`config.mk`:
```
export PLATFORM = sky130hd
export DESIGN_NAME = quad_nibble_port_control
export DESIGN_NICKNAME = d
export VERILOG_FILES = /design/src/verilog/qnp_pkg.sv /design/src/verilog/quad_nibble_port_control.sv
export SDC_FILE = /design/constraint.sdc
export NUM_CORES = 1
export LEC_CHECK = 0
export BUFFER_PORTS_ARGS = -buffer_cell sky130_fd_sc_hd__buf_2
export CAP_MARGIN = 20
export CORE_ASPECT_RATIO = 0.75
export CORE_UTILIZATION = 48
export DETAILED_ROUTE_END_ITERATION = 12
export HOLD_SLACK_MARGIN = 0.06
export PLACE_DENSITY = 0.84
export SYNTH_ARGS = -nofsm -noshare
export SYNTH_HDL_FRONTEND = slang
export SYNTH_SLANG_ARGS = --single-unit
```
`constraint.sdc`:
```
create_clock -name I_CLK_SYS -period 2.72 [get_ports I_CLK_SYS]
set_clock_uncertainty 0.15 [all_clocks]
set_input_delay 0 -clock I_CLK_SYS [delete_from_list [all_inputs] [get_ports I_CLK_SYS]]
set_output_delay 0 -clock I_CLK_SYS [all_outputs]
set_load 0.02 [all_outputs]
```
`src/verilog/qnp_pkg.sv`:
```
// Shared constants and carrier types for the nibble port block.
// Assumes a single system clock and an asynchronous active-high reset.
package qnp_pkg;

   // Reset values
   localparam logic [3:0] LATCH_RST = 4'hf;
   localparam logic [3:0] DIR_RST = 4'h0;
   localparam logic PULL_SW_RST = 1'b0;
   localparam logic PULL_IN_RST = 1'b1;
   localparam logic OD_RST = 1'b0;
   localparam logic [3:0] N_LATCH_RST = 4'h0;
   localparam logic [3:0] N_OD_RST = 4'h0;
   localparam logic N_SEL_RST = 1'b0;

   // Field positions of shared pins
   localparam int EVENT_PIN_BIT = 3;
   localparam int CARRIER_BIT = 2;
   localparam int ALARM_BIT = 3;

   // Control word for one bidirectional port, applied on wr
   typedef struct packed {
      logic wr;
      logic [3:0] latch;
      logic [3:0] dir;
      logic pull_en;
      logic od_sel;
   } bidir_ctl_type;

   // Control word for the output-only port, applied on wr
   typedef struct packed {
      logic wr;
      logic [3:0] latch;
      logic [3:0] od;
      logic carrier_sel;
      logic alarm_sel;
   } out_ctl_type;

   // Pad drive: level and output enable per pin
   typedef struct packed {
      logic [3:0] o;
      logic [3:0] oe;
   } pin_drv_type;

   // Level keeper: enable and held level per pin
   typedef struct packed {
      logic [3:0] en;
      logic [3:0] lvl;
   } hold_type;

endpackage

```
`src/verilog/quad_nibble_port_control.sv`:
```
// Port logic: two 4-bit bidirectional ports, one 4-bit output port.
// Assumes pin levels and control words are synchronous to I_CLK_SYS.
// Summary of operation
// - Pull resistors on during reset, off after release until software enables
// - Level hold inactive during reset, starts at release
// - Reset sets every bidirectional pin to input, latches to all ones
// - One pull enable per bidirectional port covers all four pins
// - One push-pull or open-drain select per bidirectional port
// - Output port selects push-pull or open-drain per pin
// - Timer event mode routes port A pin 4 to the timer clock
// - Output port pin 3 can carry the carrier generator signal
// - Output port pin 4 can carry the alarm pulse signal
// - With hold fitted, each bidirectional pin set as input keeps its present level
`timescale 1ns/1ps

module quad_nibble_port_control (
   // Clock and reset
   input wire logic I_CLK_SYS,
   input wire logic I_SYS_RST,
   // Software control
   input wire qnp_pkg::bidir_ctl_type I_A_CTL,
   input wire qnp_pkg::bidir_ctl_type I_B_CTL,
   input wire qnp_pkg::out_ctl_type I_N_CTL,
   // Pin levels
   input wire logic [3:0] I_A_PIN,
   input wire logic [3:0] I_B_PIN,
   // Options and peripheral sources
   input wire logic I_HOLD_FITTED,
   input wire logic I_T2_EVENT_MODE,
   input wire logic I_CARRIER,
   input wire logic I_ALARM,
   // Pad drive
   output qnp_pkg::pin_drv_type O_A_DRV,
   output qnp_pkg::pin_drv_type O_B_DRV,
   output qnp_pkg::pin_drv_type O_N_DRV,
   // Pull resistors and keepers
   output logic O_A_PULL,
   output logic O_B_PULL,
   output qnp_pkg::hold_type O_A_HOLD,
   output qnp_pkg::hold_type O_B_HOLD,
   // Read data and routed clock
   output logic [3:0] O_A_RD,
   output logic [3:0] O_B_RD,
   output logic O_T2_EVENT_CLK
);
   import qnp_pkg::*;

   // Drive of four pins from latch, direction and open-drain mask
   function automatic pin_drv_type drive(input logic [3:0] latch, input logic [3:0] dir,
                                         input logic [3:0] od);
      pin_drv_type r;
      r.o = latch & ~od;
      r.oe = dir & (~od | ~latch);
      return r;
   endfunction

   bidir_ctl_type ctl [2];
   logic [3:0] latch_q [2];
   logic [3:0] dir_q [2];
   logic pull_q [2];
   logic od_q [2];
   logic [3:0] n_latch_q;
   logic [3:0] n_od_q;
   logic n_car_q;
   logic n_alm_q;
   logic rel_q;

   assign ctl[0] = I_A_CTL;
   assign ctl[1] = I_B_CTL;

   // Selected output port data
   wire logic [3:0] n_val = {n_alm_q ? I_ALARM : n_latch_q[ALARM_BIT],
                             n_car_q ? I_CARRIER : n_latch_q[CARRIER_BIT],
                             n_latch_q[1:0]};
   wire pin_drv_type a_drv = drive(latch_q[0], dir_q[0], {4{od_q[0]}});
   wire pin_drv_type b_drv = drive(latch_q[1], dir_q[1], {4{od_q[1]}});
   wire pin_drv_type n_drv = drive(n_val, 4'hf, n_od_q);
   wire logic [3:0] a_keep = I_HOLD_FITTED ? ~dir_q[0] : 4'h0;
   wire logic [3:0] b_keep = I_HOLD_FITTED ? ~dir_q[1] : 4'h0;

   // Bidirectional port registers
   always_ff @(posedge I_CLK_SYS or posedge I_SYS_RST) begin
      if (I_SYS_RST) begin
         for (int i = 0; i < 2; i++) begin
            latch_q[i] <= LATCH_RST;
            dir_q[i] <= DIR_RST;
            pull_q[i] <= PULL_SW_RST;
            od_q[i] <= OD_RST;
         end
      end else begin
         for (int i = 0; i < 2; i++) begin
            if (ctl[i].wr) begin
               latch_q[i] <= ctl[i].latch;
               dir_q[i] <= ctl[i].dir;
               pull_q[i] <= ctl[i].pull_en;
               od_q[i] <= ctl[i].od_sel;
            end
         end
      end
   end

   // Output port registers
   always_ff @(posedge I_CLK_SYS or posedge I_SYS_RST) begin
      if (I_SYS_RST) begin
         n_latch_q <= N_LATCH_RST;
         n_od_q <= N_OD_RST;
         n_car_q <= N_SEL_RST;
         n_alm_q <= N_SEL_RST;
      end else if (I_N_CTL.wr) begin
         n_latch_q <= I_N_CTL.latch;
         n_od_q <= I_N_CTL.od;
         n_car_q <= I_N_CTL.carrier_sel;
         n_alm_q <= I_N_CTL.alarm_sel;
      end
   end

   // Registered pad outputs
   always_ff @(posedge I_CLK_SYS or posedge I_SYS_RST) begin
      if (I_SYS_RST) begin
         O_A_DRV <= '0;
         O_B_DRV <= '0;
         O_N_DRV <= '0;
         O_A_PULL <= PULL_IN_RST;
         O_B_PULL <= PULL_IN_RST;
         O_A_HOLD <= '0;
         O_B_HOLD <= '0;
         O_A_RD <= 4'h0;
         O_B_RD <= 4'h0;
         O_T2_EVENT_CLK <= 1'b0;
         rel_q <= 1'b0;
      end else begin
         O_A_DRV <= a_drv;
         O_B_DRV <= b_drv;
         O_N_DRV <= n_drv;
         O_A_PULL <= pull_q[0];
         O_B_PULL <= pull_q[1];
         O_A_HOLD <= '{en: a_keep, lvl: I_A_PIN};
         O_B_HOLD <= '{en: b_keep, lvl: I_B_PIN};
         O_A_RD <= I_A_PIN;
         O_B_RD <= I_B_PIN;
         O_T2_EVENT_CLK <= I_T2_EVENT_MODE & I_A_PIN[EVENT_PIN_BIT];
         rel_q <= 1'b1;
      end
   end
endmodule
```
==> impl_metrics.py <==
metrics = {
    "sta": {
        "rsz0062_at_grt": "no",
        "timing.fmax_mhz": 621,
        "slew_viol_final": 0,
        "final-setup-viol-count": 0,
        "final_cycle_share": 0.592,
        "timing.final.ws_setup_ns": 1.11,
        "tns_ns": 0,
        "actual_transition_at_the_worst_max_transition_pin_ns": 0.577,
        "period_minus_slack_ns": 1.61,
        "relative_slew_margins": 0.615,
        "finalHoldViolCount": 0,
    },
    "floorplan": {
        "initial_utilization": 0.519,
        "fp-row-count": 22,
        "die_span_in_y_um": 66.1,
        "die-area_um2": 5770,
        "die_width_um": 87.4,
        "core_um2": 5060,
        "pin_count": 98,
    },
    "setup_path": {
        "critical_path.max_fanout": 9,
        "cp-start-kind": "register",
        "required_ns": 2.77,
        "worst_setup_path_end_kind": "register",
        "timing.critical_path.arrival_ns": 1.66,
        "crit_type": "reg -> reg",
    },
    "detailed_routing": {
        "via_per_inst": 4.50,
        "routedWlPerCell_um": 14.9,
        "routed-via-count": 1792,
        "drt.antenna.violating_nets": 0,
        "detailedRoute.firstIterationViolations": 48,
        "postRouteWirelength_um": 5930,
        "tritonroute_pass_1_iters": 4,
        "number_of_design_rule_violations_left_after_detail_routing": 0,
    },
    "synthesis": {
        "syn_area_per_cell_um2": 17.5,
        "yosys_register_bits": 73,
        "synth_seq_area_share": 0.700,
        "synth_cells": 150,
        "yosys.area.top_type_share": 0.600,
        "post_synth_main_area_contributors": "sky130_fd_sc_hd__dfrtp_1 (60%), sky130_fd_sc_hd__mux2_4 (18%), sky130_fd_sc_hd__dfstp_2 (10%), sky130_fd_sc_hd__nor2b_1 (4.3%), sky130_fd_sc_hd__a21boi_0 (2.3%)",
        "yosysTopAreaCell": "sky130_fd_sc_hd__dfrtp_1",
        "synthesis.nets": 197,
        "yosys_warnings": 0,
        "syn-cell-area_um2": 2630,
        "synth.distinct_cells": 14,
    },
    "finish": {
        "mostFrequentLayoutCell": "sky130_fd_sc_hd__buf_2",
        "total_inserted_antenna_cells": 0,
        "most-common-layout-cells": "sky130_fd_sc_hd__buf_2 (97), sky130_fd_sc_hd__dlygate4sd3_1 (73), sky130_fd_sc_hd__dfrtp_1 (63), sky130_fd_sc_hd__mux2_4 (31), sky130_fd_sc_hd__nor2b_1 (18)",
        "layout-drive-gt1-share": 0.469,
        "layout-area-overhead-vs-synth_pct": 53.8,
        "final_nets": 368,
        "number_of_fillers_in_the_final_layout": 307,
    },
    "power_and_ir_drop": {
        "power.leakage_nw": 2.01,
        "power-per-cell-area_nw_per_um2": 614,
        "vdd_ir_drop_max_mv": 0.450,
        "total_power_mw": 2.48,
    },
    "clock_network": {
        "ctsRootBufferMaster": "sky130_fd_sc_hd__clkbuf_8",
        "post-cts-setup-buffers": 0,
        "clk_pin_slew_ns": 0.07,
        "clk_path_buf_depth": 2,
        "clkLatencyLatePin_ns": 0.33,
        "clock-sinks": 73,
        "ctsHtreeMaxLevel": 3,
        "numCtsBuffers": 9,
        "tritoncts": "done",
    },
    "placed_design": {
        "post_placement_setup_slack_ns": 1.65,
        "io_buf_count": 97,
        "rd_place_congestion": 0.757,
        "dp_hpwl_um": 3120,
    },
    "status": {
        "status": "finished clean",
    },
    "global_routing": {
        "antenna_found_initial": 0,
        "grt_first_pass_wirelength_um": 9110,
        "globalRouteTotalUtil": 0.221,
        "first_global_vias": 1920,
        "grt_max_degree": 47,
        "globalRouteOverflowTotal": 0,
    },
    "worst_hold_path": {
        "min_path_type": "in -> async",
    },
    "flow_run": {
        "maxCapViolCount": 0,
    },
}
worst paths after layout:
kind                            start           end  slack [ns]  cells past startpoint
max                           od_q[1]       od_q[1]        1.11                      2
min                         I_SYS_RST  n_latch_q[0]        0.12                      3
max reg2reg                   od_q[1]       od_q[1]        1.11                      2
min reg2reg                 pull_q[0]      O_B_PULL        0.24                      0
max in group asynchronous   I_SYS_RST    latch_q[2]        1.60                      4
min in group I_CLK_SYS     I_B_PIN[0]     O_B_RD[0]        0.16                      2
metrics by stage:
step                hold WS (ns)   util  instances  instance area (µm²)
finish                     0.124  0.797        398                 4040
global placement         -0.0490  0.618        309                 3130
floorplan                 -0.119      -        150                 2630
CTS                        0.136  0.797        398                 4040
global route               0.142  0.797        398                 4040
detailed placement       -0.0604  0.618        309                 3130
per-layer routing:
| metal | wire [µm] | track usage | share of wire |
|---|---|---|---|
| met3 | 397 | 0.0662 | 0.067 |
| met2 | 3030 | 0.405 | 0.51 |
| met1 | 2370 | 0.238 | 0.40 |
| met5 | 0 | 0 | 0 |
| met4 | 128 | 0.0922 | 0.022 |
cells in the mapped netlist (all sizes together):
master,count
nand2b,1
mux2i,1
a21boi,8
inv,1
nand2,3
mux2,31
nor2b,19
nor2,1
dfrtp,63
dfstp,10
and2,1
buf,11
what timing repair did:
action	4_1_cts	5_1_grt
hold buffers	73	0
resized for setup	0	0
endpoints found under the hold margin	114	0
kinds of logic (layout without fill, tap and decap cells):
logic type | Yosys count | in the layout | synth area share
and+or+nand+nor | 25 | 25 | 0.0586
AOI/OAI and AO/OA | 8 | 8 | 0.0229
muxes | 32 | 32 | 0.181
buffers and inverters | 12 | 188 | 0.0372
DFF | 73 | 73 | 0.700
cell type report:
type | instances | area, µm² | area share
clock buffers | 16 | 180 | 0.0446
inverters | 1 | 3.75 | 0.000929
multi-input cells | 65 | 689 | 0.171
flip-flops and latches | 73 | 1840 | 0.455
well taps | 72 | 90.1 | 0.0223
repair buffers | 171 | 1240 | 0.306
critical path, stage by stage (launching register included):
cell and delay [ns]:
sky130_fd_sc_hd__dfrtp_1 0.48, sky130_fd_sc_hd__mux2_4 0.30, sky130_fd_sc_hd__dlygate4sd3_1 0.56
where the power goes:
group	switching, mW	leakage, nW	internal (mW)
Sequential	0.0594	0.865	1.20
Combinational	0.205	1.06	0.257
Clock	0.349	0.0910	0.409
sequential cells by signal, summed over array words and instances (netlist names), 2 cells and up:
signal,count
O_B_RD,4
od_q,2
n_latch_q,4
pull_q,2
n_od_q,4
O_B_DRV,8
O_A_DRV,8
dir_q,8
O_B_HOLD,4
O_A_HOLD,4
O_N_DRV,8
O_A_RD,4
latch_q,8
(Power assumes the default switching activity.)
